$ cat config.mk
export PLATFORM = sky130hd
export DESIGN_NAME = rf4_regs
export DESIGN_NICKNAME = d
export VERILOG_FILES = /design/src/rf4_pkg.sv /design/src/rf4_regs.sv
export SDC_FILE = /design/constraint.sdc
export NUM_CORES = 1
export LEC_CHECK = 0
export BUFFER_PORTS_ARGS = -buffer_cell sky130_fd_sc_hd__buf_4
export CAP_MARGIN = 30
export CORE_AREA = 8 8 106 108
export DETAILED_ROUTE_END_ITERATION = 8
export DIE_AREA = 0 0 114 116
export GPL_TIMING_DRIVEN = 1
export PLACE_DENSITY = 0.78
export REMOVE_ABC_BUFFERS = 1
export SYNTH_ARGS = -nofsm -noshare
export SYNTH_HDL_FRONTEND = slang
export SYNTH_SLANG_ARGS = --single-unit
$ cat constraint.sdc
create_clock -name clk -period 6.99 [get_ports clk]
set_input_delay 0.3495 -clock clk [delete_from_list [all_inputs] [get_ports clk]]
set_output_delay 0.3495 -clock clk [all_outputs]
set_load 0.02 [all_outputs]
$ cat src/rf4_pkg.sv
// Purpose: constants for the regulator-four control register bank
// Assumes: 16-bit register words on a plain strobe port
// Notes:   field positions, reset words and voltage mapping
package rf4_pkg;
  // register addresses
  localparam logic [15:0] ADDR_CTL    = 16'h4071;
  localparam logic [15:0] ADDR_ON     = 16'h4072;
  localparam logic [15:0] ADDR_SLEEP  = 16'h4073;
  localparam logic [15:0] ADDR_STATUS = 16'h4080;
  // writable bit masks, reserved bits read as zero
  localparam logic [15:0] MASK_CTL    = 16'hdfc1;
  localparam logic [15:0] MASK_ON     = 16'he11f;
  localparam logic [15:0] MASK_SLEEP  = 16'he11f;
  // reset words
  localparam logic [15:0] RST_CTL     = 16'h0200;
  localparam logic [15:0] RST_ON      = 16'h0000;
  localparam logic [15:0] RST_SLEEP   = 16'h0100;
  // control register fields
  localparam int UV_ACT_LSB  = 14;
  localparam int HWC_SRC_LSB = 11;
  localparam int HWC_VPICK   = 10;
  localparam int HWC_MODE_LSB = 8;
  localparam int FLOAT_BIT   = 7;
  localparam int SWITCH_BIT  = 6;
  localparam int LP_LEVEL_BIT = 0;
  // on and sleep register fields
  localparam int SLOT_LSB    = 13;
  localparam int OPMODE_BIT  = 8;
  localparam int VCODE_LSB   = 0;
  // status register fields
  localparam int ST_STATE_LSB = 0;
  localparam int ST_HWC_BIT   = 2;
  localparam int ST_UV_BIT    = 3;
  localparam int ST_VCODE_LSB = 4;
  // codes
  localparam logic [1:0] UV_IGNORE   = 2'h0;
  localparam logic [1:0] UV_SHUTDOWN = 2'h1;
  localparam logic [1:0] UV_SYSRESET = 2'h2;
  localparam logic [1:0] HWC_OFF     = 2'h0;
  localparam logic [1:0] HWC_IN1     = 2'h1;
  localparam logic [1:0] HWC_IN2     = 2'h2;
  localparam logic [1:0] HWC_EITHER  = 2'h3;
  localparam logic [1:0] HMODE_OFF   = 2'h1;
  localparam logic [1:0] HMODE_ON    = 2'h3;
  localparam logic [2:0] SLOT_NEVER  = 3'h0;
  localparam logic [2:0] SLOT_LAST   = 3'h5;
  localparam logic [2:0] SLOT_HWEN1  = 3'h6;
  localparam logic [2:0] SLOT_HWEN2  = 3'h7;
  localparam logic [2:0] SLOT_COUNT  = 3'h6;
  localparam logic [2:0] SLOT_MID    = 3'h3;
  localparam logic [2:0] SLOT_FIRST  = 3'h1;
  // voltage mapping in millivolts
  localparam logic [4:0]  VCODE_KNEE   = 5'h0e;
  localparam logic [11:0] V_BASE_MV    = 12'd900;
  localparam logic [11:0] V_FINE_MV    = 12'd50;
  localparam logic [11:0] V_HIGH_MV    = 12'd1700;
  localparam logic [11:0] V_COARSE_MV  = 12'd100;
  typedef enum logic [1:0] {RF4_OFF, RF4_ON, RF4_SLEEP} rf4_state_t;
endpackage : rf4_pkg

$ cat src/rf4_regs.sv
// Purpose: control, on and sleep registers of regulator four with its enable state
// Assumes: hardware-control, hardware-enable and timeslot inputs share clk;
//          the undervoltage comparator is asynchronous
// Notes:   outputs are registered one cycle after the state that drives them
// Notes on behaviour
// - undervoltage action: ignore, shut regulator, reset device
// - every undervoltage event raises an interrupt
// - source field selects hardware control inputs
// - hardware control voltage picks on or sleep code
// - hardware mode: low power, off, or on mode
// - float bit chooses discharge; switch bit pass mode
// - low power level bit selects 50 or 20mA
// - on slot 1 to 5 enables in timeslot
// - on slot 6, 7 follow hardware enables
// - on mode bit picks normal or low power
// - voltage code maps 0.9V to 3.3V
// - on register resets to all zero
// - sleep voltage uses same mapping as on
// - under hardware enable, sleep slot picks timeslot
`timescale 1ns/1ps
module rf4_regs (
  input  wire logic        clk,
  input  wire logic        rst_n,
  input  wire logic [15:0] addr,
  input  wire logic [15:0] wdata,
  input  wire logic        wr,
  input  wire logic        rd,
  output logic      [15:0] rdata,
  input  wire logic        hw_control_1,
  input  wire logic        hw_control_2,
  input  wire logic        hw_enable_1,
  input  wire logic        hw_enable_2,
  input  wire logic [2:0]  seq_slot,
  input  wire logic        seq_on_step,
  input  wire logic        seq_sleep_step,
  input  wire logic        uv_detect,
  output logic             reg_enable,
  output logic             reg_low_power,
  output logic             low_power_level,
  output logic             discharge_on,
  output logic             pass_switch_mode,
  output logic      [4:0]  vout_code,
  output logic      [11:0] vout_mv,
  output logic             uv_irq,
  output logic             device_reset_req
);

  function automatic logic [11:0] code_to_mv(input logic [4:0] c);
    logic [11:0] k;
    k = {7'h00, c};
    if (c <= rf4_pkg::VCODE_KNEE) begin
      code_to_mv = 12'(rf4_pkg::V_BASE_MV + k * rf4_pkg::V_FINE_MV);
    end else begin
      code_to_mv = 12'(rf4_pkg::V_HIGH_MV + (k - 12'h00f) * rf4_pkg::V_COARSE_MV);
    end
  endfunction : code_to_mv

  typedef struct packed {
    logic [15:0]         ctl;
    logic [15:0]         on;
    logic [15:0]         slp;
    rf4_pkg::rf4_state_t st;
    logic                sleep_pend;
    logic [2:0]          uv_q;
    logic                uv_lvl;
    logic [15:0]         rdata;
    logic                en;
    logic                lp;
    logic                lvl;
    logic                dis;
    logic                sw;
    logic [4:0]          vcode;
    logic [11:0]         mv;
    logic                irq;
    logic                rst_req;
  } rf4_regs_t;

  rf4_regs_t s_r;
  rf4_regs_t s_nxt;

  logic [1:0] uv_act;
  logic [1:0] hwc_src;
  logic [1:0] hwc_mode;
  logic [2:0] on_slot;
  logic [2:0] slp_slot;
  logic       hwc_act;
  logic       hwen_mode;
  logic       hwen_lvl;
  logic [2:0] off_slot;
  logic       uv_event;
  logic       run;
  logic       mode_lp;
  logic [4:0] code;

  assign uv_act   = s_r.ctl[rf4_pkg::UV_ACT_LSB +: 2];
  assign hwc_src  = s_r.ctl[rf4_pkg::HWC_SRC_LSB +: 2];
  assign hwc_mode = s_r.ctl[rf4_pkg::HWC_MODE_LSB +: 2];
  assign on_slot  = s_r.on[rf4_pkg::SLOT_LSB +: 3];
  assign slp_slot = s_r.slp[rf4_pkg::SLOT_LSB +: 3];

  always_comb begin
    s_nxt = s_r;
    // source decode for hardware control
    case (hwc_src)
      rf4_pkg::HWC_IN1:    hwc_act = hw_control_1;
      rf4_pkg::HWC_IN2:    hwc_act = hw_control_2;
      rf4_pkg::HWC_EITHER: hwc_act = hw_control_1 | hw_control_2;
      default:             hwc_act = 1'b0;
    endcase
    hwen_mode = (on_slot == rf4_pkg::SLOT_HWEN1) || (on_slot == rf4_pkg::SLOT_HWEN2);
    hwen_lvl  = (on_slot == rf4_pkg::SLOT_HWEN1) ? hw_enable_1 : hw_enable_2;
    // sleep slot 1..5 counts down from timeslot 5
    if (slp_slot == rf4_pkg::SLOT_NEVER) begin
      off_slot = rf4_pkg::SLOT_LAST;
    end else if (slp_slot == rf4_pkg::SLOT_HWEN1) begin
      off_slot = rf4_pkg::SLOT_MID;
    end else if (slp_slot == rf4_pkg::SLOT_HWEN2) begin
      off_slot = rf4_pkg::SLOT_FIRST;
    end else begin
      off_slot = 3'(rf4_pkg::SLOT_COUNT - slp_slot);
    end

    // undervoltage comparator: change counts once stages two and three agree
    s_nxt.uv_q = {s_r.uv_q[1:0], uv_detect};
    if (s_r.uv_q[1] == s_r.uv_q[2]) begin
      s_nxt.uv_lvl = s_r.uv_q[2];
    end
    uv_event = s_nxt.uv_lvl & ~s_r.uv_lvl;

    // register writes
    if (wr) begin
      case (addr)
        rf4_pkg::ADDR_CTL:   s_nxt.ctl = wdata & rf4_pkg::MASK_CTL;
        rf4_pkg::ADDR_ON:    s_nxt.on  = wdata & rf4_pkg::MASK_ON;
        rf4_pkg::ADDR_SLEEP: s_nxt.slp = wdata & rf4_pkg::MASK_SLEEP;
        default:             s_nxt.ctl = s_r.ctl;
      endcase
    end

    // enable sequencing
    case (s_r.st)
      rf4_pkg::RF4_OFF: begin
        if (hwen_mode) begin
          if (hwen_lvl) begin
            s_nxt.st = rf4_pkg::RF4_ON;
          end
        end else if (seq_on_step && on_slot != rf4_pkg::SLOT_NEVER
                     && seq_slot == on_slot) begin
          s_nxt.st = rf4_pkg::RF4_ON;
        end
      end
      rf4_pkg::RF4_ON: begin
        if (hwen_mode) begin
          if (!hwen_lvl) begin
            if (slp_slot != rf4_pkg::SLOT_NEVER && slp_slot <= rf4_pkg::SLOT_LAST) begin
              s_nxt.sleep_pend = 1'b1;
            end else begin
              s_nxt.st = rf4_pkg::RF4_OFF;
            end
          end else begin
            s_nxt.sleep_pend = 1'b0;
          end
          if (s_r.sleep_pend && seq_sleep_step && seq_slot == off_slot) begin
            s_nxt.st         = rf4_pkg::RF4_SLEEP;
            s_nxt.sleep_pend = 1'b0;
          end
        end else if (seq_sleep_step && seq_slot == off_slot) begin
          if (slp_slot != rf4_pkg::SLOT_NEVER && slp_slot <= rf4_pkg::SLOT_LAST) begin
            s_nxt.st = rf4_pkg::RF4_OFF;
          end else begin
            s_nxt.st = rf4_pkg::RF4_SLEEP;
          end
        end
      end
      rf4_pkg::RF4_SLEEP: begin
        if (hwen_mode ? hwen_lvl
                      : (seq_on_step && seq_slot == on_slot)) begin
          s_nxt.st = rf4_pkg::RF4_ON;
        end
      end
      default: s_nxt.st = rf4_pkg::RF4_OFF;
    endcase
    if (!hwen_mode) begin
      s_nxt.sleep_pend = 1'b0;
    end

    // undervoltage shutdown beats any enable in the same cycle
    if (uv_event && uv_act == rf4_pkg::UV_SHUTDOWN) begin
      s_nxt.st         = rf4_pkg::RF4_OFF;
      s_nxt.sleep_pend = 1'b0;
    end
    s_nxt.irq     = uv_event;
    s_nxt.rst_req = uv_event && (uv_act == rf4_pkg::UV_SYSRESET);

    // operating point from the current state
    run     = (s_r.st != rf4_pkg::RF4_OFF);
    mode_lp = s_r.on[rf4_pkg::OPMODE_BIT];
    code    = s_r.on[rf4_pkg::VCODE_LSB +: 5];
    if (s_r.st == rf4_pkg::RF4_SLEEP) begin
      mode_lp = s_r.slp[rf4_pkg::OPMODE_BIT];
      code    = s_r.slp[rf4_pkg::VCODE_LSB +: 5];
    end
    if (run && hwc_act) begin
      code = s_r.ctl[rf4_pkg::HWC_VPICK] ? s_r.slp[rf4_pkg::VCODE_LSB +: 5]
                                          : s_r.on[rf4_pkg::VCODE_LSB +: 5];
      case (hwc_mode)
        rf4_pkg::HMODE_OFF: run     = 1'b0;
        rf4_pkg::HMODE_ON:  mode_lp = s_r.on[rf4_pkg::OPMODE_BIT];
        default:            mode_lp = 1'b1;
      endcase
    end
    s_nxt.en    = run;
    s_nxt.lp    = run & mode_lp;
    s_nxt.lvl   = s_r.ctl[rf4_pkg::LP_LEVEL_BIT];
    s_nxt.dis   = ~run & ~s_r.ctl[rf4_pkg::FLOAT_BIT];
    s_nxt.sw    = s_r.ctl[rf4_pkg::SWITCH_BIT];
    s_nxt.vcode = code;
    s_nxt.mv    = code_to_mv(code);

    // read data stand only in the cycle after the strobe
    s_nxt.rdata = 16'h0000;
    if (rd) begin
      case (addr)
        rf4_pkg::ADDR_CTL:    s_nxt.rdata = s_r.ctl;
        rf4_pkg::ADDR_ON:     s_nxt.rdata = s_r.on;
        rf4_pkg::ADDR_SLEEP:  s_nxt.rdata = s_r.slp;
        rf4_pkg::ADDR_STATUS: begin
          s_nxt.rdata[rf4_pkg::ST_STATE_LSB +: 2] = s_r.st;
          s_nxt.rdata[rf4_pkg::ST_HWC_BIT]        = hwc_act;
          s_nxt.rdata[rf4_pkg::ST_UV_BIT]         = s_r.uv_lvl;
          s_nxt.rdata[rf4_pkg::ST_VCODE_LSB +: 5] = s_r.vcode;
        end
        default: s_nxt.rdata = 16'h0000;
      endcase
    end
  end

  always_ff @(posedge clk) begin
    if (!rst_n) begin
      s_r       <= '0;
      s_r.ctl   <= rf4_pkg::RST_CTL;
      s_r.on    <= rf4_pkg::RST_ON;
      s_r.slp   <= rf4_pkg::RST_SLEEP;
      s_r.st    <= rf4_pkg::RF4_OFF;
      s_r.dis   <= 1'b1;
      s_r.mv    <= rf4_pkg::V_BASE_MV;
    end else begin
      s_r <= s_nxt;
    end
  end

  assign rdata            = s_r.rdata;
  assign reg_enable       = s_r.en;
  assign reg_low_power    = s_r.lp;
  assign low_power_level  = s_r.lvl;
  assign discharge_on     = s_r.dis;
  assign pass_switch_mode = s_r.sw;
  assign vout_code        = s_r.vcode;
  assign vout_mv          = s_r.mv;
  assign uv_irq           = s_r.irq;
  assign device_reset_req = s_r.rst_req;
endmodule : rf4_regs

# Yosys cells after proc, flatten, opt, wreduce, memory -nomap -nowiden
# Cells that the tools add are included.
# totals
regBits	75
input_bits	46
output_inout_bits	40
word_cells	116
# op_classes
add_sub_neg	4
mul	2
magnitude_cmp	2
eq_ne	26
mux	31
bitwise_logic	9
reduce_logical	25
# ops
operator	n
16-bit by 15-bit equality test with 1-bit output, second input constant	4
9-bit case mux with 4 select lines	1
7-bit case mux with 3 select lines	1
2-bit 2-to-1 mux	9
5-bit 2-to-1 mux	3
10-bit by 11-bit adder with 12-bit output, first input constant	1
11-bit by 12-bit adder with 12-bit output, first input constant	1
3-bit equality test, second input constant	4
12-bit by 5-bit multiplier with 10-bit output, second input constant	1
12-bit 2-to-1 mux	1
3-bit 2-to-1 mux	4
2-bit equality test, second input constant	5
1-bit logical AND	10
5-bit by 5-bit multiplier with 10-bit output, second input constant	1
2-bit AND reduction	5
1-bit 2-to-1 mux	9
3-bit != test, second input constant	3
3-bit nonzero test	3
2-bit by 1-bit equality test with 1-bit output, second input constant	4
4-bit != test, second input constant	2
3-bit equality test	2
2-bit case mux with 3 select lines	1
6-bit AND reduction	1
5-bit by 4-bit subtractor with 6-bit output, second input constant	1
other kinds (16)	22

# Longest topological paths before layout
# Gate-level depths: netlist (run 1).
# logic_depth
depth_word	9
mapped_depth	22
depth_no_buf	19

# Worst setup path after synthesis (run 1)
# No wires, ideal clock.
# synth_timing
kind	input to register
start	in hw_control_1
end	reg s_r, in the netlist vout_mv[11]
setup_ns	0.086
arrival_ns	4.824
t_required_ns	6.904
setup_slack_ns	2.079
cell_stages	19
path_buffers	3
path_cell_list	a22o_2 buf_6 a211oi_2 a221o_2 buf_2 ha_1 clkbuf_1 nand2_1 xnor2_1 ha_1 ha_1 fa_1 ha_1 a21oi_1 o21bai_1 a21oi_1 xnor2_1 xnor3_1 a221oi_2
# synth_between
elab_chain_len	8
word_cells_on_any_way	11
cone_classes	add/sub (3); mul (2); order compare (1); mux (3); bitwise (1); reduce/logical (1)
# synth_rtl
element	line_no	text
from (decl)	rf4_regs.sv:29	input wire logic hw_control_1,
1-bit bitwise OR	rf4_regs.sv:107	rf4_pkg::HWC_EITHER: hwc_act = hw_control_1 | hw_control_2;
1-bit case mux with 3 select lines (*)	rf4_regs.sv:104	case (hwc_src)
1-bit logical AND (*)	rf4_regs.sv:203	if (run && hwc_act) begin
5-bit 2-to-1 mux (*)	rf4_regs.sv:203	
via code[1]	rf4_regs.sv:93	logic [4:0] code;
5-bit by 4-bit subtractor with 6-bit output	rf4_regs.sv:54	code_to_mv = 12'(rf4_pkg::V_HIGH_MV + (k - 12'h00f) * rf4_pkg::V_COARSE_MV);
12-bit by 5-bit multiplier with 10-bit output	rf4_regs.sv:54	
11-bit by 12-bit adder with 12-bit output	rf4_regs.sv:54	
12-bit 2-to-1 mux (*)	rf4_regs.sv:51	if (c <= rf4_pkg::VCODE_KNEE) begin
to (signal assigned)	rf4_regs.sv:248	s_r <= s_nxt;
to (decl)	rf4_regs.sv:78	rf4_regs_t s_r;
# The timed path passes the listed nets; every way through them passes the cells marked *.
# A chain may end at the register's enable or synchronous reset.

# Worst setup path in the final report (run 1)
# layout_timing
start	reg s_r[46] (netlist bit)
end	reg s_r, in the netlist vout_mv[11]
# layout_between
elab_chain_len	7
word_cells_on_any_way	12
cone_classes	add/sub (3); mul (2); order compare (1); eq/ne (1); mux (3); reduce/logical (2)
# layout_rtl
element	line_no
2-bit equality test or 2-bit nonzero test (tied branches)	rf4_regs.sv:199, rf4_regs.sv:196
5-bit 2-to-1 mux or 1-bit logical AND (tied branches)	rf4_regs.sv:199, rf4_regs.sv:203
5-bit 2-to-1 mux (*)	rf4_regs.sv:203
5-bit by 4-bit subtractor with 6-bit output	rf4_regs.sv:54
12-bit by 5-bit multiplier with 10-bit output	rf4_regs.sv:54
11-bit by 12-bit adder with 12-bit output	rf4_regs.sv:54
12-bit 2-to-1 mux (*)	rf4_regs.sv:51
# Mark *: on every way between the ends. The rest lies on a longest branch, timed or not.

==> impl_results.md, run 1 <==
* Initial antenna violation count at 0
* Leakage at 0.00229 µW
* Post-Syn Instances at 521
* Post-CTS sizing at 0
* Yosys reg bits at 74
* Proportion of power drawn by combinational gates at 0.049
* Core Area at 9550 µm²
* Clk pwr share at 0.420
* Measured slew at the worst slew-check pin at 872 ps
* Post-synth EDFFs at 0
* CP Class: reg -> reg
* Vias in the first global route at 3691
* Unrepaired setup endpoints after global routing: false
* Post-Syn Area at 4620 µm²
* Post-synth top area share at 0.321
* HP Start: uv_detect
* Cells after DPL at 679
* First-pass GRT wire length at 18.3 mm
* Post CTS Setup Buffer Count at 0
* Worst min path class: in -> reg
* Worst skew pair latency at 350 ps
* Top-count cell post-synth: dfxtp_1
* Fin cells at 694
* Synth area leader: dfxtp_1
* Switch Pwr at 179 µW
* DRC viols at 0
* Num CTS Buffers at 9
* Storage element area at 1480 µm²
* Final Cycle Share at 0.776
* Relative slew slack at 0.418
* Ports at 86
* Detailed-route via count at 3832
* R2R Setup Slk at 1560 ps
* Internal power at 615 µW
* Rows at 36
* Worst Reg-to-Reg Cells at 16
* CTS max path bufs at 2
* Synth Flop Type: dfxtp_1
* Area of the multi-input gates at 2680 µm²
* DRT antenna net count at 0
* Final critical-path required period at 5430 ps
* GRT overflow at 0
* Die Ht at 116 µm
* Post-synthesis sequential area ratio at 0.321
* Status: finished clean
* Hold_buf cts at 0
* Placer Congestion at 0.867
* Layout fillers at 895
* DR pass1 iterations at 5
* Root buf cell: clkbuf_8
* Synth async-reset ratio at 0
* Via density at 5.52
* CP endpoint kind: register
* Starting Density at 0.484
* Die area at 13200 µm²
* Worst setup path startpoint: s_r[46]$_SDFFE_PP0P_
* Setup crit start kind: register
* Area delta synth->final at 13.5%
* Hold worst-path end: s_nxt[42]$_SDFF_PN0_
* Pins Over Slew Limit at 0
* Synth cell count leaders: dfxtp_1 (74), nor2_1 (46), nand2_1 (43)
* Port Buffers at 83
* Synth cell types at 68
* Reg2reg end: vout_mv[11]$_SDFF_PN0_
* Total global-route track usage at 0.172
* DRT iter0 DRCs at 192
* Clk sinks at 74
* Layout cells sized above 1 at 0.216
* Syn avg cell area at 8.87 µm²
* Detailed Place HPWL at 8.66 mm
* Fin Setup TNS at 0 ps
* Hold Violations, Final at 0
* Maximum vdd ir drop at 0.0714 mV
* Overall power at 795 µW
* Reg2reg start: s_r[46]$_SDFFE_PP0P_
* Final Util at 0.549
* TritonCTS clock tree: yes
* Arrival time worst endpoint at 5690 ps
* Switching Share at 0.226
* Synthesis Warnings at 0
* Worst clock skew at 14.4 ps
* Max-capacitance violation count at 0
* NumNets Final at 642
* Routed WL at 11.4 mm
* Crit-path max FO at 11
* Clk pin slew, worst setup/hold paths at 80 ps
* CP Data Required Time at 7250 ps
* Pwr/cell area at 152 nW/µm²
* CTS HTree Levels at 3
* Max Clk Rate at 184 MHz
* Inserted Diodes at 0
* Hold path depth at 2
* Largest net degree at the start of global routing at 23
* # setup viols final at 0
* Flop pwr share at 0.531
* DIE WIDTH at 114 µm
* Routed len/inst at 16.4 µm
* Synth top area cells: dfxtp_1 (32%), ha_1 (8.9%), buf_4 (5.4%)
==> worst max-delay path, stage by stage (launching register included) <==
cell and delay (ps):
dfxtp_1 560, inv_1 240, a211oi_2 440, a221o_2 410
ha_1 440, nand2_1 180, xnor2_1 160, ha_1 290
ha_1 320, fa_1 470, ha_1 370, a21oi_1 310
o21bai_1 110, a21oi_1 180, xnor2_1 160, xnor3_1 390
a221oi_2 310
==> layout by cell type (no fill, tap or decap), types with 4 or more instances in the layout <==
| cell type | count |
|---|---|
| a221o_2 | 4 |
| nor2_1 | 46 |
| buf_4 | 84 |
| nor4_1 | 5 |
| nand3_1 | 21 |
| xnor2_1 | 19 |
| nor3_1 | 13 |
| and2_1 | 11 |
| and3_1 | 7 |
| mux2_2 | 6 |
| mux2i_1 | 21 |
| nand2_1 | 43 |
| a22oi_1 | 11 |
| a21oi_1 | 29 |
| fa_1 | 6 |
| xor2_1 | 14 |
| ha_1 | 33 |
| dfxtp_1 | 74 |
| clkbuf_8 | 10 |
| o21ai_0 | 5 |
| inv_1 | 25 |
| nand2b_1 | 4 |
| a211oi_1 | 4 |
==> metrics by stage <==
step / setup slack [ps] / hold slack [ps] / cell area (µm²)
floorplan: 2290 / 411 / 4260
global placement: 1640 / 432 / 5050
detailed placement: 1500 / 444 / 5050
CTS: 1580 / 205 / 5250
global route: 1200 / 210 / 5250
finish: 1560 / 209 / 5250
==> area by class of cell <==
cell class | count | area share
Multi-Input combinational cell | 363 | 0.511
Inverter | 25 | 0.0179
Timing Repair Buffer | 84 | 0.120
Clock buffer | 11 | 0.0270
Sequential cell | 74 | 0.282
Clock inverter | 4 | 0.00978
Tap cell | 133 | 0.0317
==> how the worst max path moves through the flow <==
stage                        endpoint  slack [ps]  depth (start not counted)
2_1_floorplan  vout_mv[11]$_SDFF_PN0_        2290                         16
3_3_place_gp   vout_mv[11]$_SDFF_PN0_        1640                         17
3_5_place_dp   vout_mv[11]$_SDFF_PN0_        1500                         17
4_1_cts        vout_mv[11]$_SDFF_PN0_        1580                         16
5_1_grt        vout_mv[11]$_SDFF_PN0_        1200                         16
6_report       vout_mv[11]$_SDFF_PN0_        1560                         16
==> cell families (layout without fill, tap and decap cells) <==
kind of cell / after synthesis / after routing / share of synthesized area
AOI/OAI and AO/OA: 95 / 95 / 0.162
and+or+nand+nor: 167 / 167 / 0.175
other: 1 / 1 / 0.000812
muxes: 27 / 27 / 0.0601
DFF: 74 / 74 / 0.321
adders and majority gates: 39 / 39 / 0.115
buffers and inverters: 84 / 124 / 0.0994
xor gates and xnor gates: 34 / 34 / 0.0674
==> power groups by stage <==
stage	logic [µW]	clock network, µW	registers, µW
after global routing	41.8	358	422
after floorplan	8.99	0	432
final	38.7	334	422
after detailed placement	38.4	0	432
after CTS	38.5	337	422
after global placement	38.0	0	432
==> sequential cells by signal, indices dropped and copies added, names as in the netlist <==
signal            count
low_power_level       1
hwc_mode              2
on_slot               3
vout_mv              11
pass_switch_mode      1
device_reset_req      1
s_r                  24
reg_low_power         1
reg_enable            1
discharge_on          1
uv_irq                1
rdata                16
s_nxt                 4
vout_code             5
hwc_src               2
==> routing by layer <==
| metal | vias up | routed length (µm) | track usage |
|---|---|---|---|
| met5 | - | 0 | 0 |
| met4 | 0 | 267 | 0.0648 |
| met3 | 23 | 891 | 0.0469 |
| met2 | 160 | 5540 | 0.295 |
| met1 | 1793 | 4700 | 0.201 |
| li1 | 1856 | - | - |
(Power assumes the default switching activity.)
==> inputs of run 2 (changes only) <==
PLACE_DENSITY = 0.81   (was 0.78)
clock period = 4.9 ns   (was 6.99 ns; I/O delays follow)
==> impl_results.md, run 2 (synthesized netlist as in run 1, its figures left out) <==
* Largest net degree at the start of global routing at 28 (+22%)
* First-pass GRT wire length at 18.2 mm (-0.83%)
* Status: finished clean
* Hold path depth at 2 (unchanged)
* DIE WIDTH at 114 µm (unchanged)
* R2R Setup Slk at 200 ps (-1360 ps)
* Worst skew pair latency at 360 ps (about the same)
* Root buf cell: clkbuf_8
* Crit-path max FO at 7 (-4)
* Relative slew slack at 0.439 (+0.0212)
* Die area at 13200 µm² (unchanged)
* GRT overflow at 0 (unchanged)
* CTS max path bufs at 2 (unchanged)
* Unrepaired setup endpoints after global routing: false
* CTS HTree Levels at 3 (unchanged)
* Measured slew at the worst slew-check pin at 839 ps (-33.6 ps)
* Num CTS Buffers at 9 (unchanged)
* Area delta synth->final at 17.8%
* Number of flip-flops under the largest register name at 24 (unchanged)
* Routed len/inst at 16.3 µm (-0.91%)
* Maximum vdd ir drop at 0.141 mV (+98%)
* Total global-route track usage at 0.172 (about the same)
* CP endpoint kind: register
* TritonCTS clock tree: yes
* Vias in the first global route at 3854 (+4.4%)
* Initial antenna violation count at 0 (unchanged)
* Register with the most flip-flops: s_r
* Clk pin slew, worst setup/hold paths at 80 ps (about the same)
* NumNets Final at 659 (+2.6%)
* Most common cell after layout, fill and taps aside: buf_4
* Fin Setup TNS at 0 ps (unchanged)
* DRT iter0 DRCs at 203 (+5.7%)
* DR pass1 iterations at 7 (+2)
* Detailed Place HPWL at 8.89 mm (+2.7%)
* Pins Over Slew Limit at 0 (unchanged)
* Most frequent cells in the layout: buf_4 (101), dfxtp_1 (72), nor2_1 (46)
* Layout fillers at 868 (-3.0%)
* Core Area at 9550 µm² (unchanged)
* Max-capacitance violation count at 0 (unchanged)
* Clk sinks at 74 (unchanged)
* # setup viols final at 0 (unchanged)
* Inserted Diodes at 0 (unchanged)
* Worst Reg-to-Reg Cells at 17 (+1)
* Starting Density at 0.484 (unchanged)
* Arrival time worst endpoint at 4970 ps (-720 ps)
* Place WS at 23.6 ps (-1470 ps)
* CP Data Required Time at 5180 ps (-2070 ps)
* Final Cycle Share at 0.958 (+0.182)
* Layout cells sized above 1 at 0.257 (+0.0417)
* Hold_buf cts at 0 (unchanged)
* Placer Congestion at 0.886 (+2.2%)
* Die Ht at 116 µm (unchanged)
* CP Class: reg -> reg
* Setup WS post-layout at 204 ps (-1360 ps)
* Routed WL at 11.6 mm (+1.7%)
* Ports at 86 (unchanged)
* Rows at 36 (unchanged)
* Max Clk Rate at 213 MHz (+16%)
* Port Buffers at 83 (unchanged)
* Leakage at 0.00239 µW (+4.7%)
* DRT antenna net count at 0 (unchanged)
* Via density at 5.47 (-0.85%)
* Worst clock skew at 17.5 ps (+3.11 ps)
* Hold Violations, Final at 0 (unchanged)
* Detailed-route via count at 3898 (+1.7%)
* DRC viols at 0 (unchanged)
* Pwr/cell area at 208 nW/µm² (+37%)
* Worst min path class: in -> reg
* Setup crit start kind: register
* Final critical-path required period at 4700 ps (-730 ps)
-- run 2: path summary, 6_finish.rpt --
kind                                start                      to
setup / recovery  hwc_src[0]$_SDFFE_PN0P_  vout_mv[11]$_SDFF_PN0_
hold / removal                  uv_detect    s_nxt[42]$_SDFF_PN0_
setup reg to reg  hwc_src[0]$_SDFFE_PN0P_  vout_mv[11]$_SDFF_PN0_
hold reg to reg      s_nxt[42]$_SDFF_PN0_    s_nxt[43]$_SDFF_PN0_
-- run 2: layer usage --
metal,vias up,global-route usage,part of all wire
met2,148,0.317,0.51
met1,1839,0.186,0.40
met4,0,0.0568,0.016
li1,1892,-,-
met5,-,0,0
met3,19,0.0474,0.071
-- run 2: timing repair --
item	CTS	global route
setup endpoints to repair	0	2
resized for setup	0	13
buffers inserted	0	2
endpoints found under the hold margin	0	0
-- run 2: worst max-delay path, stage by stage (launching register included) --
cell and delay, ps:
dfxtp_2 350, a22o_4 310, buf_4 170, nand3_1 70
a21boi_0 70, a221o_2 380, ha_4 210, xor2_1 170
ha_1 320, ha_1 310, ha_1 320, fa_1 520
a21o_1 220, a21oi_2 180, xnor2_2 130, nor3b_2 230
xnor3_1 380, a221oi_2 270
-- run 2: power breakdown --
| group | leakage, µW | switching, µW | internal (µW) |
|---|---|---|---|
| Clock | 0.0000966 | 239 | 236 |
| Sequential | 0.000598 | 0.537 | 602 |
| Combinational | 0.00170 | 26.6 | 28.3 |
| Total | 0.00239 | 266 | 866 |
-- run 2: final cells by class --
class                           count  area [µm²]  share of cell area
Inverter                           25        93.8              0.0172
Tap cell                          133         166              0.0306
Clock inverter                      6        65.1              0.0120
Sequential cell                    74        1480               0.273
Multi-Input combinational cell    363        2750               0.505
Timing Repair Buffer              101         758               0.139
Clock buffer                       10         128              0.0234
-- run 2: through the flow --
stage | total power [µW] | util | instances | instance area [µm²] | hold WS, ps
floorplan | 629 | - | 462 | 4260 | 307
global placement | 670 | 0.541 | 694 | 5160 | 433
detailed placement | 671 | 0.541 | 694 | 5160 | 441
CTS | 1130 | 0.561 | 710 | 5360 | 104
global route | 1170 | 0.570 | 712 | 5440 | 104
finish | 1130 | 0.570 | 712 | 5440 | 108
==> inputs of run 3 (changes only) <==
PLACE_DENSITY = 0.74   (was 0.81)
==> impl_results.md, run 3 (synthesized netlist as in run 1, its figures left out) <==
* Status: finished clean
* Leakage at 0.00241 µW (+0.81%)
* Root buf cell: clkbuf_8
* Via density at 5.45 (-0.46%)
* Detailed-route via count at 3880 (-0.46%)
* Port Buffers at 83 (unchanged)
* Post CTS Setup Buffer Count at 0 (unchanged)
* Placer Congestion at 0.849 (-4.2%)
* DRT iter0 DRCs at 210 (+3.4%)
* CP endpoint kind: register
* Hold Violations, Final at 0 (unchanged)
* Max-capacitance violation count at 0 (unchanged)
* Final critical-path required period at 4650 ps (-41.1 ps)
* Clk sinks at 74 (unchanged)
* Crit-path max FO at 6 (-1)
* Routed len/inst at 16.6 µm (+2.0%)
* Hold_buf cts at 0 (unchanged)
* Num CTS Buffers at 9 (unchanged)
* Relative slew slack at 0.457 (+0.0186)
* Number of flip-flops under the largest register name at 24 (unchanged)
* Core Area at 9550 µm² (unchanged)
* Rows at 36 (unchanged)
* Initial antenna violation count at 0 (unchanged)
* WHS at 104 ps (-3.94 ps)
* Largest net degree at the start of global routing at 40 (+43%)
* Max Clk Rate at 215 MHz (+0.88%)
* Starting Density at 0.484 (unchanged)
* Worst skew pair latency at 350 ps (about the same)
* Ports at 86 (unchanged)
* NumNets Final at 659 (unchanged)
* Routed WL at 11.8 mm (+2.0%)
* Setup crit start kind: register
* Vias in the first global route at 3984 (+3.4%)
* DR pass1 iterations at 4 (-3)
* CTS max path bufs at 2 (unchanged)
* Detailed Place HPWL at 9.01 mm (+1.3%)
* DIE WIDTH at 114 µm (unchanged)
* CP Data Required Time at 5160 ps (-20 ps)
* Die Ht at 116 µm (unchanged)
* Maximum vdd ir drop at 0.132 mV (-6.9%)
* GRT overflow at 0 (unchanged)
* Most common cell after layout, fill and taps aside: buf_4
* Arrival time worst endpoint at 4920 ps (-50 ps)
* Area delta synth->final at 18.9%
* Fin Setup TNS at 0 ps (unchanged)
* DRC viols at 0 (unchanged)
* Register with the most flip-flops: s_r
* Clk pin slew, worst setup/hold paths at 80 ps (about the same)
* Pins Over Slew Limit at 0 (unchanged)
* Inserted Diodes at 0 (unchanged)
* Total global-route track usage at 0.180 (+0.00832)
* Post-CTS sizing at 0 (unchanged)
* Measured slew at the worst slew-check pin at 811 ps (-27.8 ps)
* Final Cycle Share at 0.950 (-0.00839)
* Worst min path class: in -> reg
* Worst clock skew at 9.88 ps (-7.67 ps)
* Pwr/cell area at 224 nW/µm² (+7.7%)
* # setup viols final at 0 (unchanged)
* First-pass GRT wire length at 19.4 mm (+6.7%)
* Die area at 13200 µm² (unchanged)
* CTS HTree Levels at 3 (unchanged)
* Most frequent cells in the layout: buf_4 (101), dfxtp_1 (72), nor2_1 (46)
* DRT antenna net count at 0 (unchanged)
* CP Class: reg -> reg
* Layout cells sized above 1 at 0.259 (+0.00173)
* TritonCTS clock tree: yes
run 3: changes by cell type in the layout (fill, tap and decap cells not counted):
cell        before  now
a21oi_1         28   27
a21oi_2          1    2
bufinv_16        1    3
clkinv_2         2    1
clkinvlp_4       1    0
xnor2_1         17   18
xnor2_2          2    1
xor2_1          13   12
xor2_2           1    2
run 3: worst paths after layout:
check / from / endpoint / slack [ps] / depth (start not counted)
min reg2reg: s_nxt[42]$_SDFF_PN0_ / s_nxt[43]$_SDFF_PN0_ / 460 / 1
min: uv_detect / s_nxt[42]$_SDFF_PN0_ / 100 / 2
max: hwc_src[0]$_SDFFE_PN0P_ / vout_mv[11]$_SDFF_PN0_ / 250 / 17
max reg2reg: hwc_src[0]$_SDFFE_PN0P_ / vout_mv[11]$_SDFF_PN0_ / 250 / 17
run 3: through the flow:
| stage | power, µW | cell area [µm²] | setup slack [ps] | util | cells |
|---|---|---|---|---|---|
| floorplan | 629 | 4260 | 212 | - | 462 |
| global placement | 671 | 5180 | 157 | 0.542 | 696 |
| detailed placement | 672 | 5180 | 98.0 | 0.542 | 696 |
| CTS | 1230 | 5420 | 86.1 | 0.568 | 712 |
| global route | 1260 | 5490 | -7.41 | 0.575 | 712 |
| finish | 1230 | 5490 | 245 | 0.575 | 712 |
run 3: final cells by class:
class | count | area [µm²]
fillers | 825 | 4060
clock inverters | 6 | 113
inverters | 25 | 93.8
clock buffers | 10 | 128
repair buffers | 101 | 758
flip-flops and latches | 74 | 1480
multi-input cells | 363 | 2750
well taps | 133 | 166
run 3: report_power, final:
part / internal, µW / switching [µW]
Sequential: 602 / 0.499
Combinational: 28.4 / 27.7
Clock: 340 / 232
run 3: layer usage:
layer,routed length (µm),GRT usage,vias up,share of wire
met5,0,0,-,0
met4,158,0.0488,0,0.013
met3,989,0.0479,14,0.084
met2,5850,0.318,139,0.49
met1,4830,0.211,1841,0.41
li1,-,-,1886,-
run 3: worst max-delay path, stage by stage, from the launching register on:
cell      delay (ps)
dfxtp_2          360
a22o_4           290
mux2i_1          150
and2_1           200
a221o_2          360
ha_1             240
nand2_1          120
xnor2_1          150
ha_1             260
ha_1             310
fa_1             540
ha_4             240
a21o_1           180
a21oi_2          180
xnor2_2          130
nor3b_2          200
xnor3_1          390
a221oi_2         270
